--- config.mk ---
export PLATFORM = sky130hd
export DESIGN_NAME = slc_status_log_nvm_onoff
export DESIGN_NICKNAME = d
export VERILOG_FILES = /design/src/rtl/slc_pkg.sv /design/src/rtl/slc_status_log_nvm_onoff.sv
export SDC_FILE = /design/constraint.sdc
export NUM_CORES = 1
export LEC_CHECK = 0
export ABC_CLOCK_PERIOD_IN_PS = 5050
export BUFFER_PORTS_ARGS = -buffer_cell sky130_fd_sc_hd__buf_2
export CORE_ASPECT_RATIO = 1.25
export CORE_UTILIZATION = 45
export CTS_CLUSTER_SIZE = 20
export DETAILED_ROUTE_END_ITERATION = 8
export HOLD_SLACK_MARGIN = 0.03
export PLACE_DENSITY = 0.64
export SLEW_MARGIN = 20
export SYNTH_ARGS = -nofsm -noshare
export SYNTH_HDL_FRONTEND = slang
export SYNTH_SLANG_ARGS = --single-unit
--- constraint.sdc ---
create_clock -name sys_clk -period 5.05 [get_ports sys_clk]
set_clock_uncertainty 0.1 [all_clocks]
set_input_delay 0.7575 -clock sys_clk [delete_from_list [all_inputs] [get_ports sys_clk]]
set_output_delay 0.7575 -clock sys_clk [all_outputs]
set_load 0.02 [all_outputs]
--- src/rtl/slc_pkg.sv ---
// package for the status log, command store and on/off pin qualifier
package slc_pkg;
    localparam int          CLK_MHZ       = 125;
    localparam int          LOG_WORDS     = 16;
    localparam int          LOG_BYTES     = 32;
    localparam logic [3:0]  LOG_LAST      = 4'hf;
    localparam logic [15:0] LOG_EMPTY     = 16'hffff;
    localparam logic [7:0]  CMD_LOG_READ  = 8'hdf;
    localparam logic [7:0]  CMD_POL_CFG   = 8'he3;
    localparam logic [7:0]  CMD_PIN_SETUP = 8'hf9;
    localparam logic [7:0]  CMD_ONOFF_CFG = 8'h02;
    localparam int          NCMD          = 8;
    localparam int          LOG_PERIOD_MS = 8000;
    localparam int          LOG_PERIOD_CYC = LOG_PERIOD_MS * 1000 * CLK_MHZ;
    localparam int          PIN_HOLD_US   = 150;
    localparam int          PIN_HOLD_CYC  = PIN_HOLD_US * CLK_MHZ;
    localparam int          HYST_MIN_MV   = 1000;
    localparam logic [7:0]  DEF_VALUE     = 8'h00;

    typedef enum logic [3:0] {
        ST_IDLE   = 4'b0001,
        ST_INIT   = 4'b0010,
        ST_RUN    = 4'b0100,
        ST_STORE  = 4'b1000
    } slc_state_e;
endpackage

--- src/rtl/slc_status_log_nvm_onoff.sv ---
// status log, two command-value stores and on/off pin qualification
// Operation
// - log read returns counter plus fifteen words
// - logging starts after ramp with counter
// - status now, then every eight seconds until word fifteen is written
// - factory store read-only, restore-all reloads it
// - init loads active values, bus edits after
// - store-user-all writes active to user store
// - thresholdsValid flags turn-on at least 1V above turn-off
// - primary pin polarity selectable, default negative
// - secondary pin pull-up only when configured
// - secondary pin polarity selectable
// - feed-forward enable setting
// - power-cycle count is snapshot count plus one
`timescale 1ns/1ps
`default_nettype none
module slc_status_log_nvm_onoff
    import slc_pkg::*;
#(
    parameter int LOG_PERIOD = LOG_PERIOD_CYC,
    parameter int PIN_HOLD   = PIN_HOLD_CYC
) (
    // clock and reset
    input  wire logic        sys_clk,
    input  wire logic        srst,
    // ramp and status inputs
    input  wire logic        rampDone,
    input  wire logic [15:0] snapCycles,
    input  wire logic [15:0] statusWord,
    // log read port
    input  wire logic        logReadReq,
    input  wire logic [7:0]  logReadCmd,
    input  wire logic [4:0]  logByteIdx,
    output logic      [7:0]  logByte,
    output logic             logByteValid,
    // command store access
    input  wire logic        cmdWrite,
    input  wire logic [2:0]  cmdIdx,
    input  wire logic [7:0]  cmdData,
    input  wire logic        restoreDefaultAll,
    input  wire logic        storeUserAll,
    output logic      [7:0]  cmdValue,
    output logic             storeBusy,
    // configuration
    input  wire logic        primaryPolPositive,
    input  wire logic        secondaryPolPositive,
    input  wire logic        secondaryEnable,
    input  wire logic        secondaryPullupCfg,
    input  wire logic        feedForwardCfg,
    input  wire logic [15:0] vinOnMv,
    input  wire logic [15:0] vinOffMv,
    // pins
    input  wire logic        primaryOnOffPin,
    input  wire logic        secondaryOnOffPin,
    output logic             secondaryPullupEn,
    output logic             feedForwardEn,
    output logic             outputEnable,
    output logic             thresholdsValid
);
    typedef struct packed {
        slc_state_e  state;
        logic [LOG_WORDS-1:0][15:0] logMem;
        logic [3:0]  logCount;
        logic [31:0] periodCnt;
        logic [NCMD-1:0][7:0] active;
        logic [NCMD-1:0][7:0] user;
        logic [2:0]  initIdx;
        logic [7:0]  logByte;
        logic        logValid;
        logic [1:0]  priSync;
        logic [1:0]  secSync;
        logic        priState;
        logic [31:0] priCnt;
        logic        secState;
        logic        outEn;
        logic        started;
    } slc_regs_s;
    // arrays are packed so the whole state stays one packed struct
    slc_regs_s r_reg;
    slc_regs_s r_next;

    // factory store: constant, so writes can never reach it
    logic [NCMD-1:0][7:0] factory;
    always_comb begin
        for (int i = 0; i < NCMD; i++) begin
            factory[i] = DEF_VALUE + 8'(i);
        end
    end

    // ****************************************
    // next state
    // ****************************************
    always_comb begin
        logic [15:0] w;
        logic        priOn;
        logic        secOn;
        w = 16'h0000;
        priOn = 1'b0;
        secOn = 1'b0;
        r_next = r_reg;
        r_next.priSync = {r_reg.priSync[0], primaryOnOffPin};
        r_next.secSync = {r_reg.secSync[0], secondaryOnOffPin};
        r_next.logValid = 1'b0;
        case (r_reg.state)
            ST_IDLE: begin
                r_next.state = ST_INIT;
            end
            ST_INIT: begin
                // user store is the power-up source
                r_next.active[r_reg.initIdx] = r_reg.user[r_reg.initIdx];
                r_next.initIdx = r_reg.initIdx + 3'h1;
                if (r_reg.initIdx == 3'(NCMD - 1)) begin
                    r_next.state = ST_RUN;
                end
            end
            ST_RUN: begin
                if (cmdWrite) begin
                    r_next.active[cmdIdx] = cmdData;
                end
                if (restoreDefaultAll) begin
                    r_next.active = factory;
                end
                if (storeUserAll) begin
                    r_next.state = ST_STORE;
                end
            end
            ST_STORE: begin
                r_next.user = r_reg.active;
                r_next.state = ST_RUN;
            end
            default: begin
                r_next.state = ST_IDLE;
            end
        endcase

        // logging after ramp: counter word then status at once
        if (rampDone && !r_reg.started) begin
            r_next.started = 1'b1;
            r_next.logMem[0] = snapCycles + 16'h0001;
            r_next.logMem[1] = statusWord;
            r_next.logCount = 4'h2;
            r_next.periodCnt = 32'h0;
        end else if (r_reg.started && r_reg.logCount != 4'h0) begin
            if (r_reg.periodCnt == 32'(LOG_PERIOD - 1)) begin
                r_next.periodCnt = 32'h0;
                r_next.logMem[r_reg.logCount] = statusWord;
                r_next.logCount = (r_reg.logCount == LOG_LAST) ? 4'h0 : r_reg.logCount + 4'h1;
            end else begin
                r_next.periodCnt = r_reg.periodCnt + 32'h1;
            end
        end

        // 32-byte read, high byte first
        if (logReadReq && logReadCmd == CMD_LOG_READ) begin
            w = r_reg.logMem[logByteIdx[4:1]];
            r_next.logByte = logByteIdx[0] ? w[7:0] : w[15:8];
            r_next.logValid = 1'b1;
        end

        // primary pin: polarity select, change accepted after hold
        priOn = primaryPolPositive ? r_reg.priSync[1] : !r_reg.priSync[1];
        if (priOn == r_reg.priState) begin
            r_next.priCnt = 32'h0;
        end else if (r_reg.priCnt == 32'(PIN_HOLD - 1)) begin
            r_next.priState = priOn;
            r_next.priCnt = 32'h0;
        end else begin
            r_next.priCnt = r_reg.priCnt + 32'h1;
        end
        secOn = secondaryPolPositive ? r_reg.secSync[1] : !r_reg.secSync[1];
        r_next.secState = secondaryEnable ? secOn : 1'b1;
        r_next.outEn = r_reg.priState && r_reg.secState
                       && (r_reg.state == ST_RUN || r_reg.state == ST_STORE);
    end

    // ****************************************
    // registers
    // ****************************************
    always_ff @(posedge sys_clk) begin
        if (srst) begin
            r_reg.state <= ST_IDLE;
            for (int i = 0; i < LOG_WORDS; i++) begin
                r_reg.logMem[i] <= LOG_EMPTY;
            end
            r_reg.logCount <= 4'h0;
            r_reg.periodCnt <= 32'h0;
            r_reg.initIdx <= 3'h0;
            r_reg.logByte <= 8'h00;
            r_reg.logValid <= 1'b0;
            r_reg.priSync <= 2'h3;
            r_reg.secSync <= 2'h3;
            r_reg.priState <= 1'b0;
            r_reg.priCnt <= 32'h0;
            r_reg.secState <= 1'b0;
            r_reg.outEn <= 1'b0;
            r_reg.started <= 1'b0;
            for (int i = 0; i < NCMD; i++) begin
                r_reg.active[i] <= DEF_VALUE + 8'(i);
            end
            r_reg.user <= r_reg.user; // non-volatile: survives reset
        end else begin
            r_reg <= r_next;
        end
    end

    assign logByte           = r_reg.logByte;
    assign logByteValid      = r_reg.logValid;
    assign cmdValue          = r_reg.active[cmdIdx];
    assign storeBusy         = (r_reg.state == ST_STORE);
    assign secondaryPullupEn = secondaryEnable && secondaryPullupCfg;
    assign feedForwardEn     = feedForwardCfg;
    assign outputEnable      = r_reg.outEn;
    // one extra bit so a high turn-off level cannot wrap the sum
    assign thresholdsValid   = ({1'b0, vinOnMv} >= {1'b0, vinOffMv} + 17'(HYST_MIN_MV));
endmodule
`default_nettype wire

==> results.cfg, run 1 <==
[clock_network]
clockBufferDepth = 3
clkTransAtPathRegs_ns = 0.06
ctsRootBufferMaster = clkbuf_16
cts_resized = 0
post-cts-setup-buffers = 0
cts_tree = done
cts.hold.buffers_added = 0
insertion_delay_ns = 0.62
cts.sinks = 476
cts_buffers = 48
htree_levels = 2

[placed_design]
placed_cell_area_um2 = 22800
hpwl_um = 40300
port_buffers = 121
gp_congestion = 0.926

[final_layout]
nFillCells = 4595
final_area_um2 = 24400
area.growth.synth_to_final_pct = 11.2
drive_above_1_share = 0.133
largest_reg_flops = 464
multi_input_area_um2 = 10800
regArea_um2 = 10200
finalNetCount = 2577

[floorplanning]
boundaryPins = 124
core-area_um2 = 48200
die_area_um2 = 49600
die_w_um = 199
start_util = 0.455
rows = 90
die_y_um = 249

[setup_path]
reg2reg_from = r_reg[212]
cp_max_fo = 3
cpPeakStageDelay_ns = 0.57
cp_slowest_cell = or4_1
reg2reg_slack_ns = 2.00
crit_type = in -> out
cpLargestDelayFamily = compound AO/OA/AOI/OAI gates
rr_worst_depth = 7
worst-path-buf-inv = 2
cp.arrival_ns = 3.60
cpMostUsedCell = buf_2
r2r_end = r_reg[204]
required_ns = 4.19
crit_path_start_kind = primary input
end_kind = output pin
crit_chain = buf_2 > or4_1 > o31ai_1 > nor2_1 > xnor2_1 > ha_1 > a2111oi_0 > nand2_1 > a211oi_1 > nor3b_1 > buf_2

[logic_synthesis]
avgSynthCellArea_um2 = 8.95
synthFlopType = dfxtp_1
synth_edf_count = 64
ys_seq_area_frac = 0.464
synth_cell_types = 70
syn_inst = 2448
synth-async-reset-ratio = 0
synth_nets = 2577
syn_area_um2 = 21900
ys_warn_count = 0
ys_seq_elements = 476

[run]
maxCapViolations = 0

[routing]
drt_pre_antenna_iters = 5
routed_wl_um = 59700
drt_iter0_drc = 1256
postRouteAntennaNets = 0
wl_per_cell_um = 19.0
vias_per_cell = 5.75
dr_total_vias = 18022
drc = 0

[global_route]
grt_pass1_vias = 17434
grt_first_pass_wirelength_um = 95600
antenna_found_initial = 6
gr-usage-all-layers = 0.244
grt_max_degree = 194
overflow = 0

[power]
power_density_nw_per_um2 = 338
p_total_uw = 8240
p_leak_uw = 0.00855
peakVddDrop_mv = 0.382

[sta]
worst_pin_slew_ns = 1.05
finalSetupTns_ns = 0
rsz0062_at_grt = false
whs_ns = 0.247
fin_crit_sh = 0.883
max_freq_mhz = 224
slew_viol_final = 0
finalSetupViolCount = 0
hold_violations = 0
min_period_ns = 4.46
slew_headroom = 0.302

[hold_path]
hold_path_depth = 2
holdCritStartpoint = primaryOnOffPin
min_path_type = in -> reg
whs_endpoint = r_next[39]

[run_status]
status = completed
-- worst reg2reg max path, cell delays in order (launching register included) --
cell and delay (ns):
dfxtp_1 0.38, inv_1 0.11, ha_1 0.26, or3b_4 0.28, or3b_4 0.42, nor3_4 0.60
nand2b_2 0.63, nor2_1 0.12
-- cells in the mapped netlist, drive strengths merged, types with 12 or more instances --
cell    number  area [µm²]
dfxtp      412        8250
a221oi      28         245
nand3       60         300
a211oi      15         113
edfxtp      64        1920
nor3       257        1300
buf         61         325
xnor2       38         333
nand4       23         144
nor2       410        1540
clkbuf     145         547
and2        12        75.1
mux4        70        1580
ha          27         338
o211ai      13        97.6
nand2      101         379
mux2i       47         470
nand2b      13        81.3
o21ai       88         440
inv         18        67.6
and3        26         163
o22ai       12        75.1
xor2        52         455
a21oi      331        1660
-- logic make-up (layout without fill, tap and decap cells) --
| logic type | after synthesis | after routing | share of synthesized area |
|---|---|---|---|
| AO/OA/AOI/OAI | 538 | 538 | 0.140 |
| AND/OR/NAND/NOR | 968 | 968 | 0.204 |
| XOR/XNOR | 90 | 90 | 0.0360 |
| flip-flops | 476 | 476 | 0.464 |
| buffers and inverters | 224 | 261 | 0.0429 |
| multiplexers | 125 | 125 | 0.0975 |
| other | 0 | 6 | 0 |
| adder cells (fa/ha/maj) | 27 | 27 | 0.0154 |
-- worst max-delay path by stage --
stage	slack [ns]	startpoint	end	cells after the start
6_report	0.59	vinOffMv[8]	thresholdsValid	11
5_1_grt	0.29	vinOffMv[8]	thresholdsValid	11
4_1_cts	0.59	vinOffMv[8]	thresholdsValid	11
3_5_place_dp	0.61	vinOffMv[8]	thresholdsValid	11
3_3_place_gp	0.61	vinOffMv[8]	thresholdsValid	11
2_1_floorplan	0.31	srst	r_reg[100]	5
-- routing by layer --
| metal | up-vias | track usage | part of all wire |
|---|---|---|---|
| met5 | - | 0 | 0.00017 |
| met4 | 2 | 0.109 | 0.038 |
| met3 | 127 | 0.0328 | 0.050 |
| met2 | 462 | 0.416 | 0.50 |
| met1 | 8615 | 0.304 | 0.41 |
| li1 | 8816 | - | - |
-- final cells by class --
cell class                      instances  share of cell area
Antenna cell                            6            0.000616
Clock buffer                           66              0.0554
Clock inverter                         21             0.00868
Inverter                               18             0.00277
Multi-Input combinational cell       1748               0.444
Sequential cell                       476               0.418
Tap cell                              644              0.0331
Timing Repair Buffer                  156              0.0377
-- layout by cell type, fill, tap and decap left out, types with 10 or more instances in the layout --
master	n
o211ai_1	13
clkbuf_16	48
mux4_2	70
a211oi_1	15
and2_1	12
clkbuf_1	10
clkinv_2	12
nand2_1	101
a22oi_1	11
buf_4	33
a21oi_1	330
nor2b_1	11
nand4_1	23
nand3_1	60
xor2_1	52
a221oi_1	28
buf_2	119
nor3_1	255
ha_1	27
inv_1	17
nor2_1	409
and3_1	26
mux2i_1	47
dfxtp_1	411
o21ai_0	87
edfxtp_1	64
xnor2_1	38
o22ai_1	12
nand2b_1	12
-- stage by stage --
step | cells | utilization | worst slack (ns)
floorplan | 2448 | - | 0.306
global placement | 3042 | 0.473 | 0.613
detailed placement | 3042 | 0.473 | 0.607
CTS | 3129 | 0.505 | 0.587
global route | 3133 | 0.505 | 0.294
finish | 3135 | 0.505 | 0.588
-- report_power, final --
| part | switching, µW | leakage [µW] | internal [µW] |
|---|---|---|---|
| combinational | 492 | 0.00385 | 233 |
| clock | 1530 | 0.000779 | 2030 |
| sequential | 58.8 | 0.00392 | 3890 |
(Power assumes the default switching activity.)
==> run 2: changes to the inputs <==
--- a/config.mk
+++ b/config.mk
@@ -9,7 +9,7 @@
 export BUFFER_PORTS_ARGS = -buffer_cell sky130_fd_sc_hd__buf_2
 export CORE_ASPECT_RATIO = 1.25
 export CORE_UTILIZATION = 45
-export CTS_CLUSTER_SIZE = 20
+export CTS_BUF_LIST = sky130_fd_sc_hd__clkbuf_8
 export DETAILED_ROUTE_END_ITERATION = 8
 export HOLD_SLACK_MARGIN = 0.03
 export PLACE_DENSITY = 0.64
==> results.cfg, run 2 (synthesized netlist as in run 1, its figures left out) <==
[sta]
min_period_ns = 4.49
rsz0062_at_grt = false
slew_viol_final = 0
fin_ws_ns = 0.557
worst_pin_slew_ns = 1.07
max_freq_mhz = 223
slew_headroom = 0.288
finalSetupTns_ns = 0
finalSetupViolCount = 0
hold_violations = 0
fin_crit_sh = 0.890

[setup_path]
cp_slowest_cell = or4_1
setup.worst_path.start = vinOffMv[8]
crit_path_start_kind = primary input
critical_path.endpoint = thresholdsValid
required_ns = 4.19
cpMostUsedCell = buf_2
cpPeakStageDelay_ns = 0.57
rr_worst_depth = 7
cp.arrival_ns = 3.64
end_kind = output pin
worst-path-buf-inv = 2
cp_max_fo = 3
crit_type = in -> out
reg2reg_slack_ns = 2.00
cpLargestDelayFamily = compound AO/OA/AOI/OAI gates
crit_cells = 11
reg2reg_from = r_reg[212]
crit_chain = buf_2 > or4_1 > o31ai_1 > nor2_1 > xnor2_1 > ha_1 > a2111oi_0 > nand2_1 > a211oi_1 > nor3b_1 > buf_2
r2r_end = r_reg[204]

[global_route]
grt_pass1_vias = 17593
gr-usage-all-layers = 0.244
overflow = 0
grt_first_pass_wirelength_um = 95500
grt_max_degree = 194
antenna_found_initial = 8

[floorplanning]
die_w_um = 199
start_util = 0.455
die_y_um = 249
rows = 90
boundaryPins = 124
die_area_um2 = 49600
core-area_um2 = 48200

[placed_design]
port_buffers = 121
place_ws_ns = 0.607
dpl.cell_count = 3042
gp_congestion = 0.926
hpwl_um = 40300

[final_layout]
final_cells = 3180
final_core_util = 0.505
largest_reg_flops = 464
final_cell_mix = dfxtp_1 (411), nor2_1 (409), a21oi_1 (330)
area.growth.synth_to_final_pct = 11.0
nFillCells = 4610
finalNetCount = 2606
drive_above_1_share = 0.143
final_common_cell = dfxtp_1

[clock_network]
insertion_delay_ns = 0.66
cts.hold.buffers_added = 0
clkTransAtPathRegs_ns = 0.06
post-cts-setup-buffers = 0
htree_levels = 3
cts_resized = 0
clockBufferDepth = 3
cts_tree = done
cts.sinks = 476
ctsRootBufferMaster = clkbuf_8
cts_buffers = 76

[power]
netSwitchingPower_uw = 2080
internal_power_uw = 5900
p_leak_uw = 0.00866
p_seq_frac = 0.495
p_total_uw = 7980
power_density_nw_per_um2 = 328
peakVddDrop_mv = 0.212
power_frac_clock = 0.414
sw_frac_of_total = 0.261
power_frac_comb = 0.091

[run]
maxCapViolations = 0

[routing]
wl_per_cell_um = 18.8
vias_per_cell = 5.70
postRouteAntennaNets = 0
drt_iter0_drc = 1295
drt_pre_antenna_iters = 6
wl_met3_um = 3230
drc = 0
highest_layer = met5
dr_total_vias = 18140
routed_wl_um = 59800
wl_met1_um = 24500
dr_wl_met2_um = 29500

[hold_path]
min_path_type = in -> reg

[run_status]
status = completed
## run 2: layout make-up
type / instances / area [µm²] / share of cell area
clock inverter: 36 / 185 / 0.00761
antenna: 4 / 10.0 / 0.000412
multi-input combinational: 1748 / 10800 / 0.445
timing repair buffer: 157 / 930 / 0.0382
tap: 644 / 806 / 0.0331
sequential: 476 / 10200 / 0.418
clock buffer: 97 / 1340 / 0.0549
inverter: 18 / 67.6 / 0.00278
## run 2: worst min-delay path by stage
stage	cells after the start	slack [ns]	endpoint	startpoint
after floorplan	1	0.29	r_reg[37]	r_next[37]
after global placement	1	0.29	r_reg[39]	r_next[39]
after detailed placement	1	0.30	r_reg[39]	r_next[39]
after CTS	2	0.16	r_next[39]	primaryOnOffPin
after global routing	2	0.18	r_next[37]	secondaryOnOffPin
final	2	0.20	r_next[39]	primaryOnOffPin
## run 2: power groups by stage
stage          Sequential [µW]  Combinational [µW]  Clock, µW
2_1_floorplan             4000                 496          0
3_3_place_gp              4030                 708          0
5_1_grt                   3950                 792       3560
6_report                  3950                 727       3300
4_1_cts                   3950                 720       3390
3_5_place_dp              4030                 718          0
## run 2: stage by stage
step	hold WS, ns	instance area [µm²]
final	0.201	24300
after global routing	0.176	24300
after CTS	0.160	24300
after detailed placement	0.297	22800
after global placement	0.291	22800
after floorplan	0.289	21900
## run 2: metal layers
metal  vias up  global-route usage
met1      8570               0.301
met5         -                   0
li1       8889                   -
met4         4               0.123
met3       156              0.0375
met2       521               0.412
